--- config.mk ---
export PLATFORM = sky130hd
export DESIGN_NAME = disk_buffer_manager_control
export DESIGN_NICKNAME = d
export VERILOG_FILES = /design/src/hdl/buf_ctl_pkg.sv /design/src/hdl/disk_buffer_manager_control.sv
export SDC_FILE = /design/constraint.sdc
export NUM_CORES = 1
export LEC_CHECK = 0
export ABC_AREA = 1
export BUFFER_PORTS_ARGS = -buffer_cell sky130_fd_sc_hd__buf_2
export CORE_MARGIN = 5
export CORE_UTILIZATION = 40
export DETAILED_ROUTE_END_ITERATION = 16
export GPL_ROUTABILITY_DRIVEN = 0
export SYNTH_ARGS = -nofsm -noshare
export SYNTH_HDL_FRONTEND = slang
export SYNTH_SLANG_ARGS = --single-unit
--- constraint.sdc ---
create_clock -name mclk_in -period 8.53 [get_ports mclk_in]
set_input_delay 1.2795 -clock mclk_in [delete_from_list [all_inputs] [get_ports mclk_in]]
set_output_delay 1.2795 -clock mclk_in [all_outputs]
set_load 0.005 [all_outputs]
--- src/hdl/buf_ctl_pkg.sv ---
// Constants shared by the buffer manager control block.
`default_nettype none
package buf_ctl_pkg;
	// Register indices; the byte address is four times the index.
	localparam logic [7:0] IDX_MISC     = 8'h52;
	localparam logic [7:0] IDX_XFER     = 8'h53;
	localparam logic [7:0] IDX_SIZE     = 8'h54;
	localparam logic [7:0] IDX_AUX      = 8'h60;
	// Miscellaneous control/status fields.
	localparam int MISC_STROBE_OFF = 0;
	localparam int MISC_MS_EN      = 1;
	localparam int MISC_MS_SEL     = 2;
	localparam int MISC_CS2_MODE   = 3;
	localparam int MISC_DMA_GATE   = 4;
	localparam int MISC_DMA_MIRROR = 5;
	localparam int MISC_STOP_OFF   = 6;
	localparam int MISC_TEST       = 7;
	// Buffer transfer control fields.
	localparam int XFER_DUAL_CHIP  = 0;
	localparam int XFER_START      = 1;
	localparam int XFER_DONE       = 2;
	localparam int XFER_HOST_DIR   = 3;
	localparam int XFER_DISK_DIR   = 4;
	localparam int XFER_CHIP_EN    = 5;
	localparam int XFER_OUT_EN     = 6;
	localparam int XFER_DEMAND     = 7;
	// Buffer mode shadow fields.
	localparam int SHD_OVERLAY     = 0;
	localparam int SHD_FIELD_SEL   = 1;
	localparam int SHD_PARITY      = 2;
	localparam int SHD_REFRESH_OFF = 3;
	// Auxiliary control fields.
	localparam int AUX_VAR_SEG     = 0;
	localparam int AUX_SHADOW_SEL  = 1;
	localparam int AUX_DRAM        = 2;
	localparam int AUX_AT_MODE     = 3;
	localparam int AUX_DMA_MODE    = 4;
	// Reset values.
	localparam logic [7:0] MISC_RST = 8'h00;
	localparam logic [7:0] XFER_RST = 8'h00;
	localparam logic [7:0] SHD_RST  = 8'h00;
	localparam logic [7:0] SIZE_RST = 8'h00;
	localparam logic [7:0] AUX_RST  = 8'h00;
	localparam logic [3:0] SHD_MASK = 4'hF;
	// Size code decode anchors.
	localparam logic [7:0] SIZE_ALL  = 8'hFF;
	localparam logic [7:0] SIZE_NONE = 8'h00;
	localparam int SRAM_BASE_BITS = 8;
	localparam int SRAM_MAX_BITS  = 17;
	localparam int DRAM_BASE_BITS = 13;
	localparam int DRAM_MAX_BITS  = 22;
	localparam int PTR_W          = 22;
endpackage
`default_nettype wire

--- src/hdl/disk_buffer_manager_control.sv ---
// Buffer manager control and status registers with pointer and strobe logic.
//
// The Wishbone interface to the registers was decided locally.
`default_nettype none
// Operation
// - strobe suppress holds output strobe high
// - select bit picks master or slave role
// - diagnostic: both answer, only master reports
// - mode bit turns pin into chip select
// - gate lets host bit enable DMA
// - status bit mirrors host DMA enable bit
// - stop compare off until stop high written
// - transfer control clears on three resets
// - dual chip mode adds second chip enable
// - start launches transfer in programmed direction
// - done flag when host pointer hits stop
// - disk direction bit steers formatter data
// - chip enable control holds chip select
// - output enable control asserts output strobe
// - demand mode holds request whole transfer
// - shadow register reached via select, clears
// - overlay and select steer address map
// - refresh disable stops automatic refresh
// - fixed segments wrap within segment
// - variable segment reloads start at end
module disk_buffer_manager_control
	import buf_ctl_pkg::*;
(
	input  wire logic             mclk_in,
	input  wire logic             rst_n_in,
	input  wire logic             wb_cyc_in,
	input  wire logic             wb_stb_in,
	input  wire logic             wb_we_in,
	input  wire logic [9:0]       wb_adr_in,
	input  wire logic [3:0]       wb_sel_in,
	input  wire logic [31:0]      wb_dat_in,
	output logic      [31:0]      wb_dat_out,
	output logic                  wb_ack_out,
	input  wire logic             host_reset_input,
	input  wire logic             bm_reset_in,
	input  wire logic             fixed_disk_dma_bit_in,
	input  wire logic             host_drive_select_in,
	input  wire logic             host_diag_command_in,
	input  wire logic             host_auto_command_in,
	input  wire logic             host_step_in,
	input  wire logic             host_stall_in,
	input  wire logic             disk_step_in,
	input  wire logic             uc_buffer_access_in,
	input  wire logic             buffer_read_in,
	input  wire logic             buffer_addr15_in,
	input  wire logic             stop_high_write_in,
	input  wire logic [PTR_W-1:0] stop_pointer_in,
	input  wire logic [PTR_W-1:0] buffer_start_in,
	input  wire logic [PTR_W-1:0] buffer_end_in,
	output logic                  buffer_output_strobe_n_out,
	output logic                  buffer_chip_select_n_out,
	output logic                  second_buffer_chip_select_n_out,
	output logic                  dram_cycle_skip_out,
	output logic                  dram_refresh_enable_out,
	output logic                  buffer_parity_enable_out,
	output logic                  device_selected_out,
	output logic                  status_report_enable_out,
	output logic                  host_second_chip_select_mode_out,
	output logic                  host_dma_channel_enable_out,
	output logic                  host_dma_request_out,
	output logic                  host_dir_to_host_out,
	output logic                  disk_dir_to_buffer_out,
	output logic                  transfer_done_out,
	output logic                  bm_low_window_out,
	output logic                  bm_high_window_out,
	output logic                  control_store_window_out,
	output logic [PTR_W-1:0]      host_buffer_pointer_out,
	output logic [PTR_W-1:0]      disk_buffer_pointer_out
);
	logic [1:0] hrst_sync_reg;
	logic [1:0] fdbit_sync_reg;
	logic [1:0] dsel_sync_reg;
	logic [1:0] diag_sync_reg;
	logic       host_rst;
	logic       fd_bit;
	logic       drive_sel;
	logic       diag;

	// Host reset, fixed disk DMA bit, drive select and diagnostic pins pass two flip-flops before use.
	always_ff @(posedge mclk_in or negedge rst_n_in)
	begin
		if (!rst_n_in)
		begin
			hrst_sync_reg  <= 2'h0;
			fdbit_sync_reg <= 2'h0;
			dsel_sync_reg  <= 2'h0;
			diag_sync_reg  <= 2'h0;
		end
		else
		begin
			hrst_sync_reg  <= {hrst_sync_reg[0], host_reset_input};
			fdbit_sync_reg <= {fdbit_sync_reg[0], fixed_disk_dma_bit_in};
			dsel_sync_reg  <= {dsel_sync_reg[0], host_drive_select_in};
			diag_sync_reg  <= {diag_sync_reg[0], host_diag_command_in};
		end
	end

	assign host_rst  = hrst_sync_reg[1];
	assign fd_bit    = fdbit_sync_reg[1];
	assign drive_sel = dsel_sync_reg[1];
	assign diag      = diag_sync_reg[1];

	logic [7:0] misc_reg;
	logic [7:0] xfer_reg;
	logic [3:0] shadow_reg;
	logic [7:0] size_reg;
	logic [7:0] aux_reg;
	logic       ack_reg;
	logic [31:0] rdata_reg;
	logic       access;
	logic       wr;
	logic [7:0] idx;
	logic [7:0] wbyte;
	logic       shadow_hit;

	assign access     = wb_cyc_in && wb_stb_in && !ack_reg;
	assign wr         = access && wb_we_in && wb_sel_in[0];
	assign idx        = wb_adr_in[9:2];
	assign wbyte      = wb_dat_in[7:0];
	assign shadow_hit = aux_reg[AUX_SHADOW_SEL] && (idx == IDX_XFER);

	// Every access is answered one cycle after the strobe, unmapped ones too.
	always_ff @(posedge mclk_in or negedge rst_n_in)
	begin
		if (!rst_n_in)
			ack_reg <= 1'b0;
		else
			ack_reg <= access;
	end

	always_ff @(posedge mclk_in or negedge rst_n_in)
	begin
		if (!rst_n_in)
			rdata_reg <= 32'h0000_0000;
		else if (access && !wb_we_in)
		begin
			if (shadow_hit)
				rdata_reg <= {28'h0000_000, shadow_reg};
			else
			begin
				unique case (idx)
					IDX_MISC: rdata_reg <= {24'h00_0000, misc_reg};
					IDX_XFER: rdata_reg <= {24'h00_0000, xfer_reg};
					IDX_SIZE: rdata_reg <= {24'h00_0000, size_reg};
					IDX_AUX:  rdata_reg <= {24'h00_0000, aux_reg};
					default:  rdata_reg <= 32'h0000_0000;
				endcase
			end
		end
		else
			rdata_reg <= 32'h0000_0000;
	end

	// Miscellaneous control; bit 5 is a live mirror, bit 6 clears when stop high is written.
	always_ff @(posedge mclk_in or negedge rst_n_in)
	begin
		if (!rst_n_in)
			misc_reg <= MISC_RST;
		else
		begin
			if (wr && idx == IDX_MISC)
			begin
				misc_reg[4:0] <= wbyte[4:0];
				misc_reg[MISC_TEST] <= wbyte[MISC_TEST];
			end
			misc_reg[MISC_DMA_MIRROR] <= fd_bit;
			if (stop_high_write_in)
				misc_reg[MISC_STOP_OFF] <= 1'b0;
			else if (wr && idx == IDX_MISC)
				misc_reg[MISC_STOP_OFF] <= wbyte[MISC_STOP_OFF];
		end
	end

	logic done_set;
	logic xfer_clr;

	// three resets clear, demand bit local only
	assign xfer_clr = host_rst || bm_reset_in;

	always_ff @(posedge mclk_in or negedge rst_n_in)
	begin
		if (!rst_n_in)
			xfer_reg <= XFER_RST;
		else
		begin
			if (wr && idx == IDX_XFER && !shadow_hit)
				xfer_reg[XFER_DEMAND] <= wbyte[XFER_DEMAND];
			if (xfer_clr)
			begin
				xfer_reg[6:0] <= 7'h00;
				xfer_reg[XFER_DONE] <= done_set;
			end
			else
			begin
				if (wr && idx == IDX_XFER && !shadow_hit)
				begin
					xfer_reg[1:0] <= wbyte[1:0];
					xfer_reg[6:3] <= wbyte[6:3];
				end
				if (done_set)
					xfer_reg[XFER_DONE] <= 1'b1;
				else if (wr && idx == IDX_XFER && !shadow_hit && wbyte[XFER_START])
					xfer_reg[XFER_DONE] <= 1'b0;
			end
		end
	end

	always_ff @(posedge mclk_in or negedge rst_n_in)
	begin
		if (!rst_n_in)
			shadow_reg <= SHD_RST[3:0];
		else if (xfer_clr)
			shadow_reg <= SHD_RST[3:0];
		else if (wr && shadow_hit)
			shadow_reg <= wbyte[3:0] & SHD_MASK;
	end

	// Size changes are not guarded; firmware keeps them away from live transfers.
	always_ff @(posedge mclk_in or negedge rst_n_in)
	begin
		if (!rst_n_in)
		begin
			size_reg <= SIZE_RST;
			aux_reg  <= AUX_RST;
		end
		else
		begin
			if (wr && idx == IDX_SIZE)
				size_reg <= wbyte;
			if (wr && idx == IDX_AUX)
				aux_reg <= {3'h0, wbyte[4:0]};
		end
	end

	function automatic logic [PTR_W-1:0] seg_mask(input logic [7:0] code, input logic dram);
		int ones;
		int bits;
		ones = 0;
		for (int i = 0; i < 8; i++)
			ones += int'(code[i]);
		if (dram)
			bits = (code == SIZE_ALL) ? DRAM_MAX_BITS : DRAM_BASE_BITS + ones;
		else
			bits = (code == SIZE_NONE) ? SRAM_MAX_BITS : SRAM_BASE_BITS + ones;
		seg_mask = PTR_W'((64'h1 << bits) - 64'h1);
	endfunction

	function automatic logic [PTR_W-1:0] ptr_advance(input logic [PTR_W-1:0] p,
		input logic [PTR_W-1:0] m, input logic var_seg,
		input logic [PTR_W-1:0] s, input logic [PTR_W-1:0] e);
		logic [PTR_W-1:0] inc;
		inc = p + PTR_W'(1);
		if (var_seg)
			ptr_advance = (p == e) ? s : inc;
		else
			ptr_advance = (p & ~m) | (inc & m);
	endfunction

	logic [PTR_W-1:0] mask;
	logic             running;
	logic             compare_on;
	logic [PTR_W-1:0] host_ptr_reg;
	logic [PTR_W-1:0] disk_ptr_reg;

	assign mask       = seg_mask(size_reg, aux_reg[AUX_DRAM]);
	assign running    = xfer_reg[XFER_START] && !xfer_reg[XFER_DONE];
	assign compare_on = !misc_reg[MISC_STOP_OFF];
	assign done_set   = running && compare_on && host_step_in
		&& (host_ptr_reg == stop_pointer_in);

	// The pointer still steps on the final byte, so it reads one past the stop.
	always_ff @(posedge mclk_in or negedge rst_n_in)
	begin
		if (!rst_n_in)
			host_ptr_reg <= '0;
		else if (xfer_clr)
			host_ptr_reg <= '0;
		else if (host_auto_command_in)
			host_ptr_reg <= '0;
		else if (host_step_in)
			host_ptr_reg <= ptr_advance(host_ptr_reg, mask, aux_reg[AUX_VAR_SEG],
				buffer_start_in, buffer_end_in);
	end

	always_ff @(posedge mclk_in or negedge rst_n_in)
	begin
		if (!rst_n_in)
			disk_ptr_reg <= '0;
		else if (bm_reset_in)
			disk_ptr_reg <= '0;
		else if (disk_step_in)
			disk_ptr_reg <= ptr_advance(disk_ptr_reg, mask, aux_reg[AUX_VAR_SEG],
				buffer_start_in, buffer_end_in);
	end

	logic dma_gate;
	logic dma_ok;
	logic req_next;
	logic sel_match;

	assign dma_gate = aux_reg[AUX_AT_MODE] && aux_reg[AUX_DMA_MODE]
		&& misc_reg[MISC_DMA_GATE];
	assign dma_ok   = !dma_gate || fd_bit;

	// Without demand mode the request drops for a cycle after every byte.
	always_comb
	begin
		req_next = 1'b0;
		if (running && dma_ok && !done_set)
		begin
			if (xfer_reg[XFER_DEMAND])
				req_next = !host_stall_in;
			else
				req_next = !host_step_in && !host_stall_in;
		end
	end

	assign sel_match = !misc_reg[MISC_MS_EN] || (drive_sel == misc_reg[MISC_MS_SEL]);

	always_ff @(posedge mclk_in or negedge rst_n_in)
	begin
		if (!rst_n_in)
		begin
			host_dma_request_out        <= 1'b0;
			host_dma_channel_enable_out <= 1'b0;
			device_selected_out         <= 1'b0;
			status_report_enable_out    <= 1'b0;
		end
		else
		begin
			host_dma_request_out        <= req_next;
			host_dma_channel_enable_out <= dma_ok;
			device_selected_out         <= sel_match || (diag && misc_reg[MISC_MS_EN]);
			status_report_enable_out    <= diag ? !(misc_reg[MISC_MS_EN]
				&& misc_reg[MISC_MS_SEL]) : sel_match;
		end
	end

	logic strobe_on;
	logic chip_on;

	assign strobe_on = xfer_reg[XFER_OUT_EN] || buffer_read_in;
	assign chip_on   = xfer_reg[XFER_CHIP_EN] || uc_buffer_access_in;

	always_ff @(posedge mclk_in or negedge rst_n_in)
	begin
		if (!rst_n_in)
		begin
			buffer_output_strobe_n_out      <= 1'b1;
			buffer_chip_select_n_out        <= 1'b1;
			second_buffer_chip_select_n_out <= 1'b1;
			dram_cycle_skip_out             <= 1'b0;
		end
		else
		begin
			buffer_output_strobe_n_out <= !(strobe_on && !misc_reg[MISC_STROBE_OFF]);
			buffer_chip_select_n_out <= !(chip_on
				&& !(xfer_reg[XFER_DUAL_CHIP] && buffer_addr15_in));
			second_buffer_chip_select_n_out <= !(chip_on
				&& xfer_reg[XFER_DUAL_CHIP] && buffer_addr15_in);
			dram_cycle_skip_out <= aux_reg[AUX_DRAM] && misc_reg[MISC_STROBE_OFF]
				&& uc_buffer_access_in;
		end
	end

	always_ff @(posedge mclk_in or negedge rst_n_in)
	begin
		if (!rst_n_in)
		begin
			dram_refresh_enable_out          <= 1'b0;
			buffer_parity_enable_out         <= 1'b0;
			host_second_chip_select_mode_out <= 1'b0;
			host_dir_to_host_out             <= 1'b0;
			disk_dir_to_buffer_out           <= 1'b0;
			transfer_done_out                <= 1'b0;
			bm_low_window_out                <= 1'b0;
			bm_high_window_out               <= 1'b0;
			control_store_window_out         <= 1'b0;
		end
		else
		begin
			dram_refresh_enable_out  <= aux_reg[AUX_DRAM] && !shadow_reg[SHD_REFRESH_OFF];
			buffer_parity_enable_out <= aux_reg[AUX_DRAM] && shadow_reg[SHD_PARITY];
			host_second_chip_select_mode_out <= aux_reg[AUX_AT_MODE]
				&& misc_reg[MISC_CS2_MODE];
			host_dir_to_host_out   <= xfer_reg[XFER_HOST_DIR];
			disk_dir_to_buffer_out <= xfer_reg[XFER_DISK_DIR];
			transfer_done_out      <= xfer_reg[XFER_DONE];
			bm_low_window_out        <= !shadow_reg[SHD_OVERLAY];
			bm_high_window_out       <= shadow_reg[SHD_OVERLAY] && !shadow_reg[SHD_FIELD_SEL];
			control_store_window_out <= !shadow_reg[SHD_OVERLAY] || shadow_reg[SHD_FIELD_SEL];
		end
	end

	always_ff @(posedge mclk_in or negedge rst_n_in)
	begin
		if (!rst_n_in)
		begin
			host_buffer_pointer_out <= '0;
			disk_buffer_pointer_out <= '0;
		end
		else
		begin
			host_buffer_pointer_out <= host_ptr_reg;
			disk_buffer_pointer_out <= disk_ptr_reg;
		end
	end

	assign wb_ack_out = ack_reg;
	assign wb_dat_out = rdata_reg;
endmodule
`default_nettype wire

======== Word-level counts from Yosys, hierarchy flattened ========
Cells that the tools add are included.
Widths: inputs -> output; s select.
operators by class
  bitwise operators ....................... 7
  reductions and logical operators ........ 68
  shift-type cells ........................ 1
  equal/unequal tests ..................... 9
  multiplexer cells ....................... 27
  $add $sub $neg .......................... 12
operators by type and width
  kind                   number
  $mux 22                9
  $and 22x22->22         4
  $eq 22x22->1           3
  $mux 32                2
  $add 22x1->22 const B  2
  $or 22x22->22          2
  $logic_and 1x1->1      35
  $eq 8x7->1 const B     4
  $pmux 8 s4             1
  $mux 9                 3
  $not 22->22            1
  $shl 1x9->22 const A   1
  $sub 22x1->22 const B  1
  $logic_not 1->1        19
  $add 4x8->9 const A    2
  $mux 4                 3
  $add 7x1->8            1
  $eq 8x8->1 const B     1
  $logic_not 8->1        1
  $reduce_bool 2->1      4
  $add 6x1->7            1
  $logic_or 1x1->1       7
  $mux 1                 7
  $mux 7                 1
  8 further kinds        9
storage, ports and cells
  input port bits ......................... 130
  bits in registers ....................... 179
  word-level logic and storage cells ...... 160
  output and inout port bits .............. 94

======== Depth between registers and ports, before layout ========
Gate-level depths: netlist (run 1).
  depth in word-level cells ............... 19
  gate-level depth with buffers ........... 27
  gate-level depth less buffers ........... 26

======== Worst setup path after synthesis (run 1) ========
No wires, ideal clock.
  path kind ............................... register -> register
  start ................................... register size_reg[0]
  end ..................................... register disk_ptr_reg[21]
  slack ................................... 4446 ps
  period minus slack after synthesis ...... 4084 ps
  buffers on the path ..................... 1
  setup time .............................. 116 ps
  arrival time ............................ 3967 ps
  data required time ...................... 8414 ps
  stages on the path, launching flop included .. 25
  cell sequence ........................... dfrtp_1 -> inv_1 -> fa_1 -> fa_1 -> fa_1 -> inv_1 -> ha_1 -> fa_1 -> ha_1 -> nand3b_1 -> nand2_1 -> inv_1 -> nand2_1 -> nand2_2 -> buf_8 -> nand2_2 -> nor2_4 -> nor2_1 -> nand2_1 -> nor2_2 -> nand3_1 -> nand2_1 -> nand3_1 -> nand2_1 -> nand2_1
between the ends
  word-level cells in the longest chain between the ends .. 18
  elaborated cells between the ends (all ways) .. 23
  those cells by class .................... 10 x add/sub; 1 x eq/ne; 1 x shift; 6 x mux; 4 x bitwise; 1 x reduce/logical
RTL lines
  element                                RTL line                                                                source
  from (decl)                            disk_buffer_manager_control.sv:111                                      logic [7:0] size_reg;
  from (signal assigned)                 disk_buffer_manager_control.sv:234                                      size_reg <= wbyte;
  $add 1x1->2                            disk_buffer_manager_control.sv:245                                      ones += int'(code[i]);
  $add 2x1->3                            disk_buffer_manager_control.sv:245
  $add 3x1->4                            disk_buffer_manager_control.sv:245
  $add 4x1->5                            disk_buffer_manager_control.sv:245
  $add 5x1->6                            disk_buffer_manager_control.sv:245
  $add 6x1->7                            disk_buffer_manager_control.sv:245
  $add 7x1->8                            disk_buffer_manager_control.sv:245
  $add 4x8->9, on equally long branches  disk_buffer_manager_control.sv:249, disk_buffer_manager_control.sv:247
  (+2 left out)                          --
  $shl 1x9->22 (*)                       disk_buffer_manager_control.sv:250                                      seg_mask = PTR_W'((64'h1 << bits) - 64'h1);
  $sub 22x1->22 (*)                      disk_buffer_manager_control.sv:250
  $not 22->22                            disk_buffer_manager_control.sv:261                                      ptr_advance = (p & ~m) | (inc & m);
  $and 22x22->22                         disk_buffer_manager_control.sv:261
  $or 22x22->22 (*)                      disk_buffer_manager_control.sv:261
  $mux 22 (*)                            disk_buffer_manager_control.sv:258                                      if (var_seg)
  $mux 22 (*)                            disk_buffer_manager_control.sv:296                                      else if (disk_step_in)
  $mux 22 (*)                            disk_buffer_manager_control.sv:294                                      else if (bm_reset_in)
  to (signal assigned)                   disk_buffer_manager_control.sv:297                                      disk_ptr_reg <= ptr_advance(disk_ptr_reg, mask, aux_reg[AUX_VAR_SEG],
  to (decl)                              disk_buffer_manager_control.sv:268                                      logic [PTR_W-1:0] disk_ptr_reg;
Mark *: on every way between the ends. The rest lies on a longest branch, timed or not. The select of a mux whose other input is x is not followed.
A chain may end at the register's enable or synchronous reset.

======== Final worst setup path (run 1) ========
  start ................................... register size_reg[1]
  end ..................................... register disk_ptr_reg[13]
The elaborated chain is that of the path after synthesis.

==> results of run 1 <==
synth_stat cells (14+ instances only):
cell type  number
nand2_1       294
a21oi_1        31
buf_4          28
o21ai_1        21
xor2_1         46
inv_2          14
inv_1         138
dfrtp_1       152
nand4_1        22
nand3_1       150
nand2_2        17
o211ai_1       17
nor2_1         72
o21ai_0        59
xnor2_1        35
clkbuf_1       15
final timing paths:
check,end,slack (ns),cells past startpoint,startpoint
min in group asynchronous,device_selected_out,0.89,1,rst_n_in
min,fdbit_sync_reg[1],0.35,0,fdbit_sync_reg[0]
max,disk_ptr_reg[13],3.68,18,size_reg[1]
min reg2reg,fdbit_sync_reg[1],0.35,0,fdbit_sync_reg[0]
max reg2reg,disk_ptr_reg[13],3.68,18,size_reg[1]
max in group asynchronous,shadow_reg[2],6.25,2,rst_n_in
worst register-to-register path, stage by stage (launching register included):
cell and delay [ns]:
dfrtp_1 0.41, inv_1 0.16, fa_1 0.45, fa_1 0.47
fa_1 0.49, inv_1 0.04, ha_1 0.20, fa_1 0.50
ha_1 0.24, nand3b_1 0.16, nand2_1 0.06, inv_1 0.04
nand2_1 0.06, nand2_2 0.22, o31ai_1 0.87, a21oi_1 0.13
o21ai_0 0.11, nand3_1 0.09, o21ai_0 0.07
layout make-up:
type / instances / area [µm²]
clock inverter: 15 / 150
tap: 324 / 405
fill: 2468 / 12800
inverter: 156 / 588
antenna: 2 / 5.00
clock buffer: 17 / 425
sequential: 155 / 3880
timing repair buffer: 178 / 917
multi-input combinational: 914 / 4950
power by group through the flow:
stage | sequential [mW] | clock (mW) | combinational, mW
after floorplan | 0.762 | 0 | 0.0792
after global placement | 0.763 | 0 | 0.141
after detailed placement | 0.763 | 0 | 0.143
after CTS | 0.749 | 0.772 | 0.143
after global routing | 0.750 | 0.804 | 0.162
final | 0.749 | 0.758 | 0.145
kinds of logic (layout without fill, tap and decap cells):
kind of cell,count (synthesis),after routing
other,2,28
DFF,155,155
buffers and inverters,223,366
AOI/OAI and AO/OA,160,160
xor gates and xnor gates,82,82
and+or+nand+nor,633,633
adders and majority gates,13,13
metal layers:
| layer | wire (µm) | up-vias |
|---|---|---|
| met1 | 13700 | 4270 |
| met3 | 2610 | 55 |
| met5 | 0 | - |
| met2 | 13200 | 440 |
| li1 | - | 4413 |
| met4 | 818 | 0 |
stage by stage:
step / setup slack, ns / area [µm²] / utilization (%) / std cells
after global placement: 3.80 / 10700 / 44.6 / 1727
after CTS: 3.74 / 11300 / 46.9 / 1759
final: 3.68 / 11300 / 47.0 / 1761
after detailed placement: 3.78 / 10700 / 44.6 / 1727
after global routing: 3.47 / 11300 / 47.0 / 1761
after floorplan: 4.45 / 9820 / - / 1292
==> impl_results.md, run 1 <==
* GR peak layer: met2
* Compound-Gate Fraction of Synth Area at 9.44%
* Layout cells sized above 1 at between 20 and 25%
* First-iteration detailed-routing DRC count at roughly 940
* Fin crit share at between 50 and 60%
* ANT nets after route at 0
* Fin. max-slew vios at 0
* Mux contribution to synthesized area at 0%
* Largest net degree at the start of global routing at 96
* Syn Std Cell Area at ~0.0097 mm²
* Met3 usage at around 4.8%
* GRT Total Usage at a little over a fifth
* Slowest stage cell on the critical path: o31ai_1
* Combinational cell fraction of total power at 8.8%
* Clk buf depth at 2
* Crit. End Element: flip-flop
* Final net count at about 1.6k
* Drt first pass iters at 5
* Clk_skew at between 0.01 and 0.015 ns
* Critical Path Source Type: flip-flop
* Most frequent cells in the layout: nand2_1 (294), buf_2 (169), dfrtp_1 (152)
* DR vias at between 9k and 10k
* Seq pwr share at 45.4%
* Grt total ovfl at 0
* Sequential share of the synthesized area at 39.9%
* Post-CTS setup buffer count at 0
* Status: finished clean
* Post-Synth XOR/XNOR Area at 7.46%
* Worst slew margin at between 30% and 40%
* CTS H-tree depth at 4
* Cell taking the most area after synthesis: dfrtp_1
* DP HPWL at between 20 and 25 mm
* Worst EP arrival at between 5 and 6 ns
* Mean number of vias per cell at ~5.2
* Ys Warns at 0
* Crit-path cells: inv_1 > fa_1 > fa_1 > fa_1 > inv_1 > ha_1 > fa_1 > ha_1 > nand3b_1 > nand2_1 > inv_1 > nand2_1 > nand2_2 > o31ai_1 > a21oi_1 > o21ai_0 > nand3_1 > o21ai_0
* Ranking of synthesized cells by area: dfrtp_1 (39%), nand2_1 (11%), nand3_1 (7.7%), inv_1 (5.3%), xor2_1 (4.1%)
* CTS buffer count at 17
* CP Class: flip-flop to flip-flop
* Vias in the first global route at ~8.6k
* Setup_tns at 0 ns
* Adder-cell share of the synthesized area at under 10%
* First-pass GRT wire length at between 40 and 50 mm
* Syn Inst Count at 1268
* Tmin final at between 4 and 5 ns
* Met1 Track Usage GR at around a third
* Clock latency at the later pin of the worst-skew pair at roughly 0.44 ns
* Final Hold Fails at 0
* Asr flop ratio synth at 100%
* Clk pwr share at between 40% and 50%
* CP delay by family, top: adder cells
* # clock sinks at between 150 and 200
* Sw power at between 0.4 and 0.5 mW
* Leak pwr at around 5.5 nW
* Crit path largest cell delay at around 0.86 ns
* VDD IR max at 0.000126 V
* Die Height at between 150 and 200 µm
* Initial Util at roughly two fifths
* EDFF count, synth at 0
* WL/cell at roughly 17 µm
* Power Density at approximately 150 mW/mm²
* Worst-margin pin slew at roughly 0.9 ns
* Syn_area_per_cell at roughly 7.7 µm²
* Area Growth Syn to Fin at 16.3%
* TritonCTS clock tree: yes
* Yosys cell types at between 50 and 60
* Initial antenna violation count at 2
* Met2 Use GR at 32.4%
* Die width at 166 µm
* Max_cap viols at 0
* Port bufs at between 150 and 200
* CTS resizes at 0
* Rows at 57
* Critical path fanouts, max at 12
* DRT Wirelength at 30.3 mm
* Most common cell after layout, fill and taps aside: nand2_1
* Most Frequent Cell on Critical Path: fa_1
* RSZ-0062 raised after global routing: no
* Final Total Pwr at roughly 1.7 mW
* Core area at 0.0241 mm²
* Min-delay worst type: flip-flop to flip-flop
* WP buf/inv at 3
* CP Data Required Time at 8.89 ns
* Top cell type's share of synthesized area at 39.1%
* DR DRC count at 0
* Worst-path clk slew at ~0.08 ns
* Endpoints failing setup at 0
* Main combinational cell family by area after synthesis: simple AND/OR/NAND/NOR gates
* Root buf cell: clkbuf_16
* Synth Area in Simple Gates at a little under a third
* Hold slack at approximately 0.35 ns
* Ports at 224
* Die Footprint at around 0.028 mm²
* Sw frac at 28.4%
* #FFs+latches synth at ~160
* Internal power at about 1.2 mW
* Number of hold buffers added after cts at 0
* Max Clock Freq at 0.206 GHz
* Top_reg_cell synth: dfrtp_1
Power figures use the tool's default switching activity.
==> run 2: changes to the inputs <==
- ABC_AREA: 1 -> 0
- clock period: 8.53 -> 4.7 ns (I/O delays scaled with it)
==> run 2 against run 1 <==
  * Critical path depth decreased by 3
  * Synthesized cell count decreased by 21%
  * Total power increased by 84%
  * Flip-flop and latch count unchanged
  * Hold slack got worse by 0.024 ns
  * Largest power group unchanged
  * Combinational power increased by 79%
  * Global-route usage increased by 0.92 points
==> impl_results.md, run 2 <==
* Status: finished clean
* Grt total ovfl at 0
* Min-delay worst type: primary input to asynchronous set/reset pin
* Number of hold buffers added after cts at 0
* Largest net degree at the start of global routing at 87
* Root buf cell: clkbuf_16
* Multi-input gate area at 0.00526 mm²
* Synth cell count leaders: dfrtp_1 (152), nand2_1 (78), xnor2_1 (71)
* Top cell type's share of synthesized area at about two fifths
* Power Density at around 270 mW/mm²
* Sequential share of the synthesized area at roughly 41%
* TritonCTS clock tree: yes
* Crit-path cells: inv_1 > fa_1 > fa_1 > fa_1 > inv_1 > ha_2 > fa_2 > ha_2 > buf_6 > and3_4 > a211oi_4 > o31a_1 > o22ai_4 > mux2_1 > o221a_1
* Ys Warns at 0
* Flop-to-flop setup slack at around 0.18 ns
* Syn Std Cell Area at 0.00954 mm²
* Combinational cell fraction of total power at roughly 8.5%
* Layout cells sized above 1 at roughly a quarter
* Crit path largest cell delay at approximately 0.56 ns
* Slowest stage cell on the critical path: fa_1
* Top_reg_cell synth: dfrtp_1
* Fin crit share at 96.2%
* Critical path fanouts, max at 7
* WL/cell at roughly 21 µm
* Most Frequent Cell on Critical Path: fa_1
* Clk_skew at 0.0122 ns
* Seq pwr share at between 40% and 50%
* R2R depth at 15
* Ranking of synthesized cells by area: dfrtp_1 (40%), xnor2_1 (6.5%), nand2_1 (3.1%), mux2i_1 (2.7%), xor2_1 (2.5%)
* #FFs+latches synth at around 160
* ANT nets after route at 0
* Syn Inst Count at approximately 1.0k
* Diodes inserted at 0
* Syn_area_per_cell at ~9.5 µm²
* CTS H-tree depth at 4
* Worst-margin pin slew at around 0.96 ns
* DP HPWL at roughly 23 mm
* First-iteration detailed-routing DRC count at slightly below 900
* Crit. End Element: flip-flop
* Endpoints failing setup at 0
* R2r endpoint: disk_ptr_reg[12]
* Most frequent cells in the layout: buf_2 (169), dfrtp_1 (151), nand2_1 (78)
* Clk pwr share at 47.0%
* Max Clock Freq at approximately 0.22 GHz
* FF-to-FF Start: size_reg[0]
* Top-count cell post-synth: dfrtp_1
* Ports at 224
* Die width at between 150 and 200 µm
* CTS buffer count at 17
* Worst EP arrival at around 4.8 ns
* CP Class: flip-flop to flip-flop
* CP Data Required Time at ~5 ns
* First-pass GRT wire length at around 47 mm
* Initial antenna violation count at 0
* Clk buf depth at 2
* DRT Wirelength at around 31 mm
* Final net count at between 1k and 1.5k
* Clock latency at the later pin of the worst-skew pair at 0.44 ns
* Worst slew margin at 35.7%
* Most common cell after layout, fill and taps aside: buf_2
* Rows at 56
* # fillers at roughly 2.3k
* Initial Util at between 40% and 50%
* Final Hold Fails at 0
* Dpl cell area at 0.0106 mm²
* Inst Count DP at between 1k and 1.5k
* Post-Layout Cell Count at 1485
* Fin. max-slew vios at 0
* Finished Cell Area at ~0.011 mm²
* Drt first pass iters at 5
* DR DRC count at 0
* Port bufs at 170
* VDD IR max at about 0.00019 V
* Cell taking the most area after synthesis: dfrtp_1
* Die Footprint at approximately 0.027 mm²
* Post-route core utilization at about half
* Seq. cell area at between 0.003 and 0.004 mm²
* Yosys cell types at 97
* Mean number of vias per cell at between 5 and 6
* Die Height at approximately 160 µm
* CP startpoint: size_reg[0]
* Worst-path clk slew at roughly 0.070 ns
* Critical Path Source Type: flip-flop
* Sw frac at about 27%
* Internal power at between 2 and 2.5 mW
* DR vias at approximately 8.4k
* Tmin final at around 4.5 ns
* GRT Total Usage at between 20% and 30%
* Asr flop ratio synth at between 90% and 100%
* Critical Path End: disk_ptr_reg[12]
* Area Growth Syn to Fin at 18.9%
* Hold slack at ~0.33 ns
* # clock sinks at 155
* Leak pwr at a little over 5 nW
* Sw power at 0.838 mW
* Core area at approximately 0.023 mm²
* Max_cap viols at 0
* EDFF count, synth at 0
* Vias in the first global route at 7922
==> run 2: cell types whose count changed after synthesis, sizes merged, moves of 17 or more <==
cell and change:
xor2 -20, o21ai -30, nand2 -237, xnor2 +36
nor2 -37, clkbuf +23, and3 +17, nand3 -114
a21o +17, inv -117, mux2i +26
==> run 2: through the flow <==
stage	setup TNS [ns]	worst slack (ns)	total power, mW
after global placement	0	0.119	1.62
final	0	0.179	3.05
after floorplan	0	0.183	1.50
after global routing	-0.0211	-0.0210	3.16
after CTS	0	0.0525	3.05
after detailed placement	0	0.0704	1.63
==> run 2: area by class of cell <==
cell class / count / share of cell area, %
clock buffer: 17 / 3.75
clock inverter: 15 / 1.73
inverter: 38 / 1.26
multi-input combinational: 748 / 46.4
sequential: 155 / 34.2
tap: 319 / 3.52
timing repair buffer: 193 / 9.15
==> run 2: per-layer routing <==
metal	share of wire, %	GRT usage, %	wire length [µm]	up-vias
li1	-	-	-	3925
met1	45	33.8	14000	4079
met2	44	33.9	13600	382
met3	9.1	3.87	2810	41
met4	2.0	6.35	621	0
met5	0	0	0	-
==> run 2: logic make-up after synthesis <==
family          count (synthesis)  share of synthesized area (%)
compound gates                262                           20.0
xor+xnor                       98                           9.00
fa+ha+maj                      13                           2.02
buf+inv                       127                           6.37
flops                         155                           40.7
mux                            41                           4.50
other cells                     2                         0.0787
simple gates                  308                           17.3
==> run 2: what timing repair did <==
action	4_1_cts	5_1_grt
endpoints found under the setup margin	0	23
buffers inserted	0	1
gates resized for setup	0	25
==> run 2: worst max-delay path: cells and delay by family (launching register included) <==
| family | cells | cell delay, ns |
|---|---|---|
| mux | 1 | 0.34 |
| simple gates | 1 | 0.20 |
| buf+inv | 3 | 0.28 |
| flops | 1 | 0.35 |
| compound gates | 4 | 0.81 |
| fa+ha+maj | 6 | 2.43 |
==> run 2: power by group through the flow <==
| stage | clock, mW | combinational, mW | sequential [mW] |
|---|---|---|---|
| floorplan | 0 | 0.125 | 1.38 |
| global placement | 0 | 0.243 | 1.38 |
| detailed placement | 0 | 0.246 | 1.38 |
| CTS | 1.45 | 0.247 | 1.35 |
| global route | 1.52 | 0.283 | 1.36 |
| finish | 1.43 | 0.259 | 1.35 |
==> run 2: worst min-delay path by stage <==
stage | startpoint | endpoint | slack (ns) | depth (start not counted)
after floorplan | diag_sync_reg[0] | diag_sync_reg[1] | 0.33 | 0
after global placement | diag_sync_reg[0] | diag_sync_reg[1] | 0.33 | 0
after detailed placement | fdbit_sync_reg[0] | fdbit_sync_reg[1] | 0.34 | 0
after CTS | fdbit_sync_reg[0] | fdbit_sync_reg[1] | 0.35 | 0
after global routing | host_reset_input | hrst_sync_reg[0] | 0.36 | 1
final | rst_n_in | host_dir_to_host_out | 0.33 | 1
